`config.mk`:
```
export PLATFORM = sky130hd
export DESIGN_NAME = reset_startup_timers
export DESIGN_NICKNAME = d
export VERILOG_FILES = /design/src/pkg/reset_startup_pkg.sv /design/src/hw/reset_startup_timers.sv
export VERILOG_INCLUDE_DIRS = /design/src /design/src/pkg
export SDC_FILE = /design/constraint.sdc
export NUM_CORES = 1
export LEC_CHECK = 0
export BUFFER_PORTS_ARGS = -buffer_cell sky130_fd_sc_hd__buf_2
export CAP_MARGIN = 20
export CORE_MARGIN = 2
export CORE_UTILIZATION = 44
export DETAILED_ROUTE_END_ITERATION = 16
export PLACE_DENSITY = 0.85
export SETUP_SLACK_MARGIN = 0.5
export SLEW_MARGIN = 20
export SYNTH_ARGS = -nofsm -noshare
export SYNTH_HDL_FRONTEND = slang
export SYNTH_SLANG_ARGS = --single-unit
```
`constraint.sdc`:
```
create_clock -name sys_clk_in -period 2.2 [get_ports sys_clk_in]
set_input_delay 0.44 -clock sys_clk_in [delete_from_list [all_inputs] [get_ports sys_clk_in]]
set_output_delay 0.44 -clock sys_clk_in [all_outputs]
set_load 0.05 [all_outputs]
```
`src/pkg/reset_startup_defines.svh`:
```
// Offsets, field positions, reset values and timing counts
// Notes on behaviour
// - 11-bit delay counter on slow oscillator, 2048 ticks
// - Core held in reset while delay counts
// - Delay runs only when disable bit is zero
// - Then count 1024 oscillator pin edges
// - Pin count only in crystal or resonator modes
// - Pin count only after power-on or wake
// - PLL mode adds fixed 2 ms lock wait
// - Start after power-on pulse; delay, then count
// - Resistor-capacitor mode without delay: no time-out
// - Timers ignore clear pin; release when pin rises
// - Nominal delay about 66 ms in every mode
`ifndef RESET_STARTUP_DEFINES_SVH
`define RESET_STARTUP_DEFINES_SVH

// Register byte offsets
`define CFG_OFS      12'h000
`define STATUS_OFS   12'h004
`define WAKE_OFS     12'h008
`define COUNT_OFS    12'h00c

// Configuration register fields and reset value
`define CFG_MODE_LSB      0
`define CFG_MODE_MSB      3
`define CFG_DELAY_DIS_BIT 4
`define CFG_RST           5'h02

// Wake register: bit that starts the restart count
`define WAKE_GO_BIT  0

// Status register fields
`define ST_RESET_BIT 3
`define ST_HOLD_BIT  4
`define ST_PIN_BIT   5

// Timer terminal counts
`define DELAY_LAST   11'h7ff
`define SETTLE_LAST  10'h3ff

// Lock wait and clock period in ns
`define PLL_LOCK_NS  2000000
`define CLK_NS       4

`endif

```
`src/pkg/reset_startup_pkg.sv`:
```
// Types shared by the reset start-up sequencer
package reset_startup_pkg;

  // Oscillator configuration modes
  typedef enum logic [3:0] {
    low_power_crystal_mode          = 4'h0,
    crystal_mode                    = 4'h1,
    high_speed_crystal_mode         = 4'h2,
    high_speed_crystal_pll_mode     = 4'h3,
    resistor_capacitor_osc_mode     = 4'h4,
    resistor_capacitor_osc_io_mode  = 4'h5,
    external_clock_mode             = 4'h6,
    external_clock_io_mode          = 4'h7,
    internal_osc_clkout_mode        = 4'h8,
    internal_osc_io_mode            = 4'h9
  } osc_mode_t;

  // Sequencer states
  typedef enum logic [2:0] {
    SEQ_POR    = 3'h0,
    SEQ_DELAY  = 3'h1,
    SEQ_SETTLE = 3'h2,
    SEQ_PLL    = 3'h3,
    SEQ_RUN    = 3'h4
  } seq_state_t;

  // APB request from the master
  typedef struct packed {
    logic        psel;
    logic        penable;
    logic        pwrite;
    logic [31:0] paddr;
    logic [31:0] pwdata;
  } apb_req_t;

  // APB answer to the master
  typedef struct packed {
    logic        pready;
    logic        pslverr;
    logic [31:0] prdata;
  } apb_rsp_t;

endpackage

```
`src/hw/reset_startup_timers.sv`:
```
// Power-up reset sequencer with start-up timers and APB registers
`timescale 1ns/1ns
`include "reset_startup_defines.svh"

module reset_startup_timers #(
  // Lock wait in cycles; shorten for simulation
  parameter int PLL_CYCLES =
    (`PLL_LOCK_NS + `CLK_NS - 1) / `CLK_NS
) (
  // Clock and reset
  input  wire logic                       sys_clk_in,
  input  wire logic                       rstn_in,
  // Reset sources
  input  wire logic                       por_pulse_in,
  input  wire logic                       master_clear_pin_n_in,
  // Clock sources being timed
  input  wire logic                       low_freq_internal_osc_in,
  input  wire logic                       oscillator_input_pin_in,
  // Register bus
  input  wire reset_startup_pkg::apb_req_t apb_req_in,
  output      reset_startup_pkg::apb_rsp_t apb_rsp_out,
  // Results
  output      logic                       core_reset_out,
  output      logic                       clock_hold_out
);
  import reset_startup_pkg::*;

  // Mode needs the pin start-up count: only a crystal or
  // resonator needs time to build up its swing
  function automatic logic needs_settle(input osc_mode_t m);
    needs_settle = (m == low_power_crystal_mode) ||
                (m == crystal_mode) ||
                (m == high_speed_crystal_mode) ||
                (m == high_speed_crystal_pll_mode);
  endfunction

  // Mode needs the PLL lock wait
  function automatic logic needs_pll(input osc_mode_t m);
    needs_pll = (m == high_speed_crystal_pll_mode);
  endfunction

  // One step of the shared timer; the count never wraps
  // because every state leaves before the top value
  function automatic logic [19:0] count_up(input logic [19:0] c);
    count_up = c + 20'h00001;
  endfunction

  // Sequencer state
  seq_state_t  state_r;
  seq_state_t  state_nxt;
  // Shared timer count, wide enough for lock wait
  logic [19:0] cnt_r;
  logic [19:0] cnt_nxt;
  // Set once the power-on sequence has finished
  logic        por_done_r;
  logic        por_done_nxt;
  // Previous levels for edge detection
  logic        lf_prev_r;
  logic        lf_prev_nxt;
  logic        osc_prev_r;
  logic        osc_prev_nxt;
  // Registered outputs
  logic        core_reset_r;
  logic        core_reset_nxt;
  logic        clock_hold_r;
  logic        clock_hold_nxt;

  // Configuration register
  logic [4:0]  cfg_r;
  logic [4:0]  cfg_nxt;
  // Bus answer register
  apb_rsp_t    rsp_r;
  apb_rsp_t    rsp_nxt;

  // Decoded configuration
  osc_mode_t   mode;      // Oscillator mode field
  logic        delay_dis; // High skips the power-up delay
  // Rising edges of the timed clocks
  logic        lf_edge;
  logic        osc_edge;
  // Bus decode helpers
  logic        acc_done;
  logic        wr_done;
  logic        wake_req;
  logic [11:0] ofs;
  logic        hit;

  // Codes above the last mode decode as no crystal, so a bad
  // write can only shorten the sequence, never hang it
  assign mode      = osc_mode_t'(cfg_r[`CFG_MODE_MSB:`CFG_MODE_LSB]);
  assign delay_dis = cfg_r[`CFG_DELAY_DIS_BIT];
  // Inputs are synchronous, so a plain edge detect suffices;
  // the history resets low to match the idle level of both
  assign lf_edge  = low_freq_internal_osc_in & ~lf_prev_r;
  assign osc_edge = oscillator_input_pin_in & ~osc_prev_r;

  // APB decode: a transfer completes when pready is seen high;
  // writes act only then, so a master that aborts a transfer
  // before its ready edge leaves the registers untouched
  assign acc_done = apb_req_in.psel & apb_req_in.penable &
                    rsp_r.pready;
  assign wr_done  = acc_done & apb_req_in.pwrite;
  assign ofs      = apb_req_in.paddr[11:0];
  assign hit      = (apb_req_in.paddr[31:12] == 20'h00000) &&
                    ((ofs == `CFG_OFS) || (ofs == `STATUS_OFS) ||
                     (ofs == `WAKE_OFS) || (ofs == `COUNT_OFS));
  // Wake command, only counted if the write really lands
  assign wake_req = wr_done && hit && (ofs == `WAKE_OFS) &&
                    apb_req_in.pwdata[`WAKE_GO_BIT];

  // Sequencer next state: one shared counter serves all three
  // timers, as they never run at the same time
  always_comb begin
    state_nxt    = state_r;
    cnt_nxt      = cnt_r;
    por_done_nxt = por_done_r;
    if (por_pulse_in) begin
      // Power-on pulse restarts everything, whatever the pin
      state_nxt    = SEQ_POR;
      cnt_nxt      = 20'h00000;
      por_done_nxt = 1'b0;
    end else begin
      unique case (state_r)
        SEQ_POR: begin
          // Pulse has ended: choose the first timer
          cnt_nxt = 20'h00000;
          if (!delay_dis) begin
            // Delay enabled while its bit is clear
            state_nxt = SEQ_DELAY;
          end else if (needs_settle(mode)) begin
            // Delay skipped: straight to the pin count
            state_nxt = SEQ_SETTLE;
          end else begin
            // No time-out at all, as for a resistor-capacitor clock
            state_nxt = SEQ_RUN;
          end
        end
        SEQ_DELAY: begin
          // Count slow oscillator periods, about 66 ms; the
          // count is held, not cleared, between slow edges
          if (lf_edge) begin
            if (cnt_r[10:0] == `DELAY_LAST) begin
              // Last of 2048 periods seen
              cnt_nxt = 20'h00000;
              if (needs_settle(mode)) begin
                // Crystal modes go on to the pin count
                state_nxt = SEQ_SETTLE;
              end else begin
                // Clock needs no build-up: sequence done
                state_nxt = SEQ_RUN;
              end
            end else begin
              cnt_nxt = count_up(cnt_r);
            end
          end
        end
        SEQ_SETTLE: begin
          // Count pin edges until the crystal settles; after power-on a
          // dead crystal keeps the core in reset for good
          if (osc_edge) begin
            if (cnt_r[9:0] == `SETTLE_LAST) begin
              // Last of 1024 pin cycles seen
              cnt_nxt = 20'h00000;
              if (needs_pll(mode)) begin
                // Multiplier must lock before release
                state_nxt = SEQ_PLL;
              end else begin
                // No multiplier: sequence done
                state_nxt = SEQ_RUN;
              end
            end else begin
              cnt_nxt = count_up(cnt_r);
            end
          end
        end
        SEQ_PLL: begin
          // Fixed lock wait on the system clock, since the
          // multiplied clock itself cannot be trusted yet
          if (cnt_r == 20'(PLL_CYCLES - 1)) begin
            cnt_nxt   = 20'h00000;
            state_nxt = SEQ_RUN;
          end else begin
            cnt_nxt = count_up(cnt_r);
          end
        end
        SEQ_RUN: begin
          // Power-on sequence finished; stays set until a pulse
          por_done_nxt = 1'b1;
          // Wake from a mode that stopped the oscillator; the
          // core keeps running, only the clock is held
          if (wake_req && needs_settle(mode)) begin
            state_nxt = SEQ_SETTLE;
            cnt_nxt   = 20'h00000;
          end
        end
        default: begin
          // Illegal code: restart the power-on path
          state_nxt    = SEQ_POR;
          cnt_nxt      = 20'h00000;
          por_done_nxt = 1'b0;
        end
      endcase
    end
    // Reset held while any power-on timer runs or the
    // pin is low; the pin never stops the timers
    core_reset_nxt = ~(por_done_nxt &&
                       master_clear_pin_n_in);
    // Hold also covers a wake restart, unlike the core reset
    clock_hold_nxt = (state_nxt != SEQ_RUN);
  end

  // Sequencer registers
  always_ff @(posedge sys_clk_in or negedge rstn_in) begin
    if (!rstn_in) begin
      state_r      <= SEQ_POR;
      cnt_r        <= 20'h00000;
      por_done_r   <= 1'b0;
      core_reset_r <= 1'b1;
      clock_hold_r <= 1'b1;
    end else begin
      state_r      <= state_nxt;
      cnt_r        <= cnt_nxt;
      por_done_r   <= por_done_nxt;
      core_reset_r <= core_reset_nxt;
      clock_hold_r <= clock_hold_nxt;
    end
  end

  // Edge history next values: last sampled level of each clock
  always_comb begin
    lf_prev_nxt  = low_freq_internal_osc_in;
    osc_prev_nxt = oscillator_input_pin_in;
  end

  // Edge history registers
  always_ff @(posedge sys_clk_in or negedge rstn_in) begin
    if (!rstn_in) begin
      // Low matches the idle level, so no false edge after reset
      lf_prev_r  <= 1'b0;
      osc_prev_r <= 1'b0;
    end else begin
      lf_prev_r  <= lf_prev_nxt;
      osc_prev_r <= osc_prev_nxt;
    end
  end

  // Register bus next values
  always_comb begin
    cfg_nxt         = cfg_r;
    rsp_nxt         = rsp_r;
    // One wait state: pready is high in the second access cycle
    rsp_nxt.pready  = apb_req_in.psel & apb_req_in.penable &
                      ~rsp_r.pready;
    rsp_nxt.pslverr = 1'b0;
    rsp_nxt.prdata  = 32'h00000000;
    if (apb_req_in.psel && apb_req_in.penable &&
        !rsp_r.pready) begin
      // Unmapped address answers with an error
      rsp_nxt.pslverr = ~hit;
      if (!apb_req_in.pwrite && hit) begin
        unique case (ofs)
          `CFG_OFS: begin
            // Configuration reads back as written
            rsp_nxt.prdata = {27'h0, cfg_r};
          end
          `STATUS_OFS: begin
            // Live view of the sequencer and the pin
            rsp_nxt.prdata = {26'h0,
                              master_clear_pin_n_in,
                              clock_hold_r,
                              core_reset_r,
                              state_r};
          end
          `COUNT_OFS: begin
            // Count of whichever timer is running
            rsp_nxt.prdata = {12'h000, cnt_r};
          end
          default: begin
            // Wake register reads as zero
            rsp_nxt.prdata = 32'h00000000;
          end
        endcase
      end
    end
    // Configuration changes only on the completing edge
    if (wr_done && hit && (ofs == `CFG_OFS)) begin
      cfg_nxt = apb_req_in.pwdata[4:0];
    end
  end

  // Register bus registers
  always_ff @(posedge sys_clk_in or negedge rstn_in) begin
    if (!rstn_in) begin
      cfg_r <= `CFG_RST;
      rsp_r <= '0;
    end else begin
      cfg_r <= cfg_nxt;
      rsp_r <= rsp_nxt;
    end
  end

  // Outputs straight from flip-flops, so nothing downstream
  // sees a glitch from the decode logic above
  assign apb_rsp_out    = rsp_r;
  assign core_reset_out = core_reset_r;
  assign clock_hold_out = clock_hold_r;

endmodule

```
==> PnR_summary.wiki, run 1 <==
{| class="wikitable"
! Metric !! Value
|-
| Run status || complete, but fails checks
|-
| Failing checks || negative setup slack
|-
| Max stage delay cell, worst path || or4_1
|-
| Count of endpoints failing hold in the final timing report || 0
|-
| Path length in cells of the critical path || 7
|-
| Share of post-route cells with drive strength above 1 || 0.424
|-
| Start of the worst register-to-register path || cnt_r[10]$_DFFE_PN0P_
|-
| Final Routed Wirelength || 8000 µm
|-
| Filler Cells Inserted || 494
|-
| Worst setup slack for register-to-register paths || -0.14 ns
|-
| Total number of nets in the final design || 483
|-
| Crit share post-route || 1.06
|-
| Slowest stage delay, CP || 0.52 ns
|-
| Top flip-flop cell by instance count after synthesis || dfrtp_1
|-
| CTS tree || built
|-
| Horizontal extent of the die || 84.6 µm
|-
| Post-layout minimum cycle time || 2.34 ns
|-
| Cell area after placement || 3610 µm²
|-
| Ys Warns || 0
|-
| Setup Viol. Count Final || 19
|-
| Synthesis-to-finish area growth || 39.0%
|-
| Maximum fanout encountered on the critical timing path || 4
|-
| CTS clock-pin slew for the worst setup and hold paths || 0.12 ns
|-
| Sequence of cells on the critical path || or4_1, or4_4, o21a_4, buf_6, o21ai_4, o21bai_1, a22o_1
|-
| Clock tree buffer depth || 2
|-
| Number of synthesized flops with an enable pin || 0
|-
| Static leakage || 1.81 nW
|-
| Gate family responsible for the most delay along the worst path || simple AND/OR/NAND/NOR gates
|-
| Fraction of registers with async set/reset || 1.00
|-
| Unrepaired setup endpoints after global routing || yes
|-
| Via count of the first global-routing pass || 2706
|-
| Final HPWL from detailed placement || 5620 µm
|-
| Synth Instances || 301
|-
| Core box area || 6310 µm²
|-
| Number of rows in the core area || 29
|-
| I/O Buffers || 69
|-
| Wire length of the first global-routing pass || 12600 µm
|-
| Total chip power || 1.90 mW
|-
| End point of the critical path || cnt_r[6]$_DFFE_PN0P_
|-
| Power density of the placed cells || 478 nW/µm²
|-
| Number of distinct standard cells referenced by the synthesized netlist || 56
|-
| Starting DRT DRC Count || 274
|-
| Final global-route overflow total || 0
|-
| Effective utilization at floorplan || 0.453
|-
| Antenna violation net count after detailed routing || 0
|-
| Post-layout worst setup margin || -0.143 ns
|-
| Total CTS buffers || 5
|-
| Diode count || 0
|-
| Max capacitance violation total || 0
|-
| Fmax achieved || 427 MHz
|-
| Pin count of the biggest net entering global routing || 31
|-
| Hold-fix buffer count after cts || 0
|-
| Routed len/inst || 16.4 µm
|-
| Capture instance of the worst register-to-register path || cnt_r[6]$_DFFE_PN0P_
|-
| Die area || 7160 µm²
|-
| GPL Wtd Cong || 0.900
|-
| Post-placement setup slack || -0.0907 ns
|-
| Hold WC Path Type || in2async
|-
| Post-synthesis sequential area ratio || 0.482
|-
| Library cell used as clock root buffer || clkbuf_8
|-
| Total instance count after detailed placement || 472
|-
| Post-DR vias/cell || 5.71
|-
| Startpoint types || register
|-
| GRT Total Usage || 0.218
|-
| Height of the die || 84.6 µm
|-
| Boundary Pins || 109
|-
| Via count || 2779
|-
| Type of the worst setup path || reg2reg
|-
| First-pass detailed-route iteration total || 4
|-
| Critical path launch point || cnt_r[10]$_DFFE_PN0P_
|-
| Num Clock Sinks || 55
|-
| Final setup skew || 0.0145 ns
|-
| Required @ worst endpoint || 2.42 ns
|-
| WP data arrival || 2.56 ns
|-
| CP Buf/Inv Count || 1
|-
| H-tree level count || 2
|-
| Mean area per synthesized cell || 9.51 µm²
|-
| Post-synthesis cell area || 2860 µm²
|-
| Final Non-Filler Cells || 487
|-
| VDD IR max || 285 µV
|-
| Number of flip-flops and latches in the synthesized netlist || 55
|-
| Worst-Skew Late Latency || 0.33 ns
|-
| Final Slew Violations || 0
|-
| Number of antenna violations at the first check in global routing || 0
|-
| CP endpoint kind || register
|-
| Number of remaining DRC errors || 0
|-
| Worst r2r path cells || 7
|-
| Finished Cell Area || 3980 µm²
|}
==> logic make-up (layout without fill, tap and decap cells) <==
kind of cell | count (synthesis) | after routing | share of synthesized area
other | 1 | 12 | 0.00131
buffers and inverters | 37 | 135 | 0.0708
AOI/OAI and AO/OA | 61 | 61 | 0.141
adders and majority gates | 1 | 1 | 0.00437
DFF | 55 | 55 | 0.482
and+or+nand+nor | 135 | 135 | 0.259
muxes | 11 | 11 | 0.0407
==> what timing repair did <==
| action | 4_1_cts | 5_1_grt |
|---|---|---|
| pin swaps | 11 | 15 |
| setup endpoints to repair | 41 | 49 |
| cloned | 1 | 0 |
| resized for setup | 11 | 31 |
| endpoints found under the hold margin | 0 | 0 |
| setup buffers | 2 | 4 |
==> area by class of cell <==
cell class	instances	area, µm²	share of cell area
Clock buffer	5	68.8	0.0173
Timing Repair Buffer	113	743	0.187
Multi-Input combinational cell	220	1600	0.402
Sequential cell	55	1380	0.347
Tap cell	77	96.3	0.0242
Inverter	14	52.6	0.0132
Clock inverter	3	33.8	0.00850
==> synth_stat cells, drive strengths merged, types with 5 or more instances <==
library cell | instances | area [µm²]
and2 | 14 | 87.6
nand2 | 20 | 75.1
or3 | 12 | 75.1
nor4 | 17 | 106
buf | 17 | 128
clkbuf | 6 | 22.5
a21oi | 17 | 85.1
nor3 | 8 | 45.0
nand4 | 6 | 37.5
nor2 | 16 | 60.1
mux2i | 6 | 60.1
nand3 | 23 | 115
dfrtp | 52 | 1300
inv | 13 | 48.8
nand2b | 5 | 31.3
mux2 | 5 | 56.3
o21ai | 18 | 105
==> layer usage <==
layer	wire length, µm	vias to the layer above	global-route usage
li1	-	1285	-
met2	4080	119	0.372
met4	229	0	0.0895
met1	3190	1352	0.268
met5	0	-	0
met3	501	23	0.0462
==> worst min-delay path by stage <==
stage                     cells after the start  startpoint                  endpoint  slack, ns
after detailed placement                      2     rstn_in  apb_rsp_out[4]$_DFF_PN0_       0.46
after global placement                        2     rstn_in  apb_rsp_out[4]$_DFF_PN0_       0.46
after global routing                          2     rstn_in  apb_rsp_out[4]$_DFF_PN0_       0.12
final                                         2     rstn_in  apb_rsp_out[4]$_DFF_PN0_       0.09
after floorplan                               0     rstn_in  apb_rsp_out[0]$_DFF_PN0_       0.14
after CTS                                     2     rstn_in      cnt_r[4]$_DFFE_PN0P_       0.10
==> cell usage in the layout (no fill, tap or decap), types with 3 or more instances in the layout <==
master    synthesis  routed
nand2_1          20      20
mux2i_1           6       6
nor2b_1           4       4
dfstp_2           3       3
inv_1            13      13
nand2b_1          5       5
mux2_4            0       5
and2_1           14       8
nand3_1          23      21
a21oi_1          17      15
nor4_4            0       6
buf_4            12      38
clkbuf_8          0       5
dfrtp_1          52      51
nor3_1            7       5
buf_6             2       6
nor4_2            0       9
or4_1             3       3
and2_4            0       6
nand4_1           6       6
buf_2             3      66
o21ai_0          10       7
a31oi_1           4       4
or3_1            12      10
o21ai_1           6       7
conb_1            1      12
nor2_1           16      15
==> where the power goes <==
group / total (mW) / leakage (nW) / switching, mW / internal (mW)
Clock: 0.624 / 0.0515 / 0.384 / 0.241
Sequential: 1.02 / 0.747 / 0.00574 / 1.02
Combinational: 0.254 / 1.01 / 0.166 / 0.0886
==> metrics by stage <==
| stage | TNS (ns) | util | hold slack, ns |
|---|---|---|---|
| 2_1_floorplan | 0 | - | 0.144 |
| 3_3_place_gp | -0.594 | 0.572 | 0.457 |
| 3_5_place_dp | -1.19 | 0.572 | 0.462 |
| 4_1_cts | -1.67 | 0.601 | 0.105 |
| 5_1_grt | -2.51 | 0.630 | 0.118 |
| 6_report | -1.21 | 0.630 | 0.0925 |
==> flip-flops by register name, summed over array words and instances (netlist names) <==
signal / count
osc_prev_r: 1
state_r: 3
por_done_r: 1
cnt_r: 20
apb_rsp_out: 22
cfg_r: 5
lf_prev_r: 1
core_reset_out: 1
clock_hold_out: 1
(Power assumes the default switching activity.)
==> inputs of run 2 (changes only) <==
--- a/config.mk
+++ b/config.mk
@@ -8,11 +8,10 @@
 export LEC_CHECK = 0
 export BUFFER_PORTS_ARGS = -buffer_cell sky130_fd_sc_hd__buf_2
 export CAP_MARGIN = 20
-export CORE_MARGIN = 2
 export CORE_UTILIZATION = 44
 export DETAILED_ROUTE_END_ITERATION = 16
 export PLACE_DENSITY = 0.85
-export SETUP_SLACK_MARGIN = 0.5
+export SETUP_SLACK_MARGIN = 0.3
 export SLEW_MARGIN = 20
 export SYNTH_ARGS = -nofsm -noshare
 export SYNTH_HDL_FRONTEND = slang
==> PnR_summary.wiki, run 2 (synthesis gave the netlist of run 1 again) <==
{| class="wikitable"
! Metric !! Value
|-
| Clock network fraction of total power || 0.316 (-0.012)
|-
| Power density of the placed cells || 485 nW/µm² (+1.3%)
|-
| Hold-fix buffer count after cts || 0 (unchanged)
|-
| First-pass detailed-route iteration total || 5 (+1)
|-
| Setup Viol. Count Final || 15 (-4)
|-
| Via count || 2734 (-1.6%)
|-
| Effective utilization at floorplan || 0.453 (unchanged)
|-
| Number of antenna violations at the first check in global routing || 0 (unchanged)
|-
| Post-DR vias/cell || 5.63 (-1.4%)
|-
| Required @ worst endpoint || 2.41 ns (about the same)
|-
| Crit share post-route || 1.03 (-0.0310)
|-
| Starting DRT DRC Count || 239 (-13%)
|-
| Count of endpoints failing hold in the final timing report || 0 (unchanged)
|-
| Startpoint types || register
|-
| GPL Wtd Cong || 0.875 (-2.8%)
|-
| Switching power || 0.517 mW (-6.9%)
|-
| Final HPWL from detailed placement || 5410 µm (-3.8%)
|-
| Seq. cell area || 1380 µm² (unchanged)
|-
| I/O Buffers || 69 (unchanged)
|-
| CTS clock-pin slew for the worst setup and hold paths || 0.10 ns (-0.02 ns)
|-
| Final Routed Wirelength || 7760 µm (-3.1%)
|-
| Total number of nets in the final design || 482 (-0.21%)
|-
| Capture instance of the worst register-to-register path || cnt_r[11]$_DFFE_PN0P_
|-
| Wire length of the first global-routing pass || 12100 µm (-3.5%)
|-
| Max capacitance violation total || 0 (unchanged)
|-
| Final global-route overflow total || 0 (unchanged)
|-
| Most common library cell in the layout ignoring fill and taps || buf_2
|-
| Part of the total power dissipated in sequential elements || 0.554 (+0.016)
|-
| Worst-Skew Late Latency || 0.32 ns (about the same)
|-
| Share of post-route cells with drive strength above 1 || 0.401 (-0.0234)
|-
| Horizontal extent of the die || 82.6 µm (-2.4%)
|-
| Filler Cells Inserted || 527 (+6.7%)
|-
| Antenna violation net count after detailed routing || 0 (unchanged)
|-
| Via count of the first global-routing pass || 2656 (-1.8%)
|-
| Num Clock Sinks || 55 (unchanged)
|-
| Worst setup slack for register-to-register paths || -0.07 ns (+0.07 ns)
|-
| Post-layout minimum cycle time || 2.27 ns (-0.0681 ns)
|-
| Final setup skew || 0.00444 ns (-0.0101 ns)
|-
| Worst r2r path cells || 7 (unchanged)
|-
| Highest-count cells in the layout ignoring fill and taps || buf_2 (69), dfrtp_1 (51), buf_4 (37)
|-
| Total CTS buffers || 5 (unchanged)
|-
| Type of the worst setup path || reg2reg
|-
| Number of remaining DRC errors || 0 (unchanged)
|-
| WP data arrival || 2.49 ns (-0.07 ns)
|-
| Hold WC Path Type || in2async
|-
| Combinational power share || 0.130 (-0.004)
|-
| Slew at the pin with the worst max-slew slack || 0.548 ns
|-
| Fraction of power spent switching nets || 0.279 (-0.0124)
|-
| Headroom to the max-slew limit || 0.635
|-
| Synthesis-to-finish area growth || 33.4%
|-
| Run status || complete, but fails checks
|-
| Die area || 6830 µm² (-4.7%)
|-
| CTS tree || built
|-
| Diode count || 0 (unchanged)
|-
| Library cell used as clock root buffer || clkbuf_8
|-
| Post-layout util || 0.605 (-0.0252)
|-
| Number of flip-flops under the largest register name || 22 (unchanged)
|-
| Post-placement setup slack || -0.186 ns (-0.0948 ns)
|-
| Static leakage || 1.77 nW (-2.2%)
|-
| Failing checks || negative setup slack
|-
| Core box area || 6310 µm² (unchanged)
|-
| Maximum fanout encountered on the critical timing path || 7 (+3)
|-
| Boundary Pins || 109 (unchanged)
|-
| Number of rows in the core area || 29 (unchanged)
|-
| Final Slew Violations || 0 (unchanged)
|-
| Unrepaired setup endpoints after global routing || yes
|-
| H-tree level count || 2 (unchanged)
|-
| VDD IR max || 389 µV (+37%)
|-
| Fmax achieved || 440 MHz (+3.0%)
|-
| Height of the die || 82.6 µm (-2.4%)
|-
| Pin count of the biggest net entering global routing || 56 (+81%)
|-
| Post-layout worst setup margin || -0.0745 ns (+0.0681 ns)
|-
| Area taken by multi-input logic gates || 1500 µm² (-6.6%)
|-
| Clock tree buffer depth || 2 (unchanged)
|-
| Cell Int Power || 1.33 mW (-1.0%)
|-
| Start of the worst register-to-register path || cnt_r[19]$_DFFE_PN0P_
|-
| Routed len/inst || 16.0 µm (-2.9%)
|-
| GRT Total Usage || 0.237 (+0.0189)
|-
| Critical path launch point || cnt_r[19]$_DFFE_PN0P_
|-
| End point of the critical path || cnt_r[11]$_DFFE_PN0P_
|-
| CP endpoint kind || register
|}
==> run 2: final cells by class <==
| type | count | share of cell area |
|---|---|---|
| inverter | 14 | 0.0138 |
| clock inverter | 3 | 0.00623 |
| multi-input combinational | 220 | 0.392 |
| timing repair buffer | 112 | 0.183 |
| tap | 77 | 0.0252 |
| sequential | 55 | 0.362 |
| clock buffer | 5 | 0.0180 |
==> run 2: per-layer routing <==
metal	up-vias	wire length [µm]	GRT usage
met2	110	3890	0.403
met3	28	393	0.0451
met4	0	259	0.124
met5	-	0	0
li1	1278	-	-
met1	1318	3220	0.283
==> run 2: per-stage QoR <==
step | std cells | instance area (µm²) | power (mW) | TNS (ns) | hold WS (ns)
2_1_floorplan | 312 | 2960 | 1.18 | 0 | 0.144
6_report | 486 | 3820 | 1.85 | -0.493 | 0.101
5_1_grt | 486 | 3820 | 1.92 | -1.20 | 0.118
3_5_place_dp | 466 | 3480 | 1.26 | -2.00 | 0.462
3_3_place_gp | 466 | 3480 | 1.25 | -0.776 | 0.456
4_1_cts | 474 | 3630 | 1.84 | -0.102 | 0.113
==> run 2: worst min path at each step <==
stage / start / to / cells past startpoint
6_report: rstn_in / apb_rsp_out[14]$_DFF_PN0_ / 2
5_1_grt: rstn_in / apb_rsp_out[14]$_DFF_PN0_ / 2
4_1_cts: rstn_in / apb_rsp_out[14]$_DFF_PN0_ / 2
3_5_place_dp: rstn_in / apb_rsp_out[14]$_DFF_PN0_ / 2
3_3_place_gp: rstn_in / apb_rsp_out[14]$_DFF_PN0_ / 2
2_1_floorplan: rstn_in / apb_rsp_out[0]$_DFF_PN0_ / 0
==> run 2: worst max-delay path, stage by stage, from the launching register on <==
cell,delay (ns)
dfrtp_1,0.40
or4_1,0.54
or4_4,0.47
o21a_4,0.25
o21ai_4,0.16
buf_6,0.15
nor4_2,0.04
a21o_1,0.17
==> run 2: repair_timing <==
action / in CTS / in global routing
pin swaps: 6 / 4
setup buffers: 0 / 12
endpoints found under the setup margin: 24 / 28
gates resized for setup: 13 / 21
cloned: 0 / 0
==> run 2: power groups by stage <==
| stage | Clock (mW) | Sequential, mW | Combinational (mW) |
|---|---|---|---|
| after floorplan | 0 | 1.05 | 0.129 |
| after global placement | 0 | 1.04 | 0.209 |
| after detailed placement | 0 | 1.04 | 0.216 |
| after CTS | 0.596 | 1.02 | 0.222 |
| after global routing | 0.629 | 1.03 | 0.260 |
| final | 0.586 | 1.03 | 0.240 |
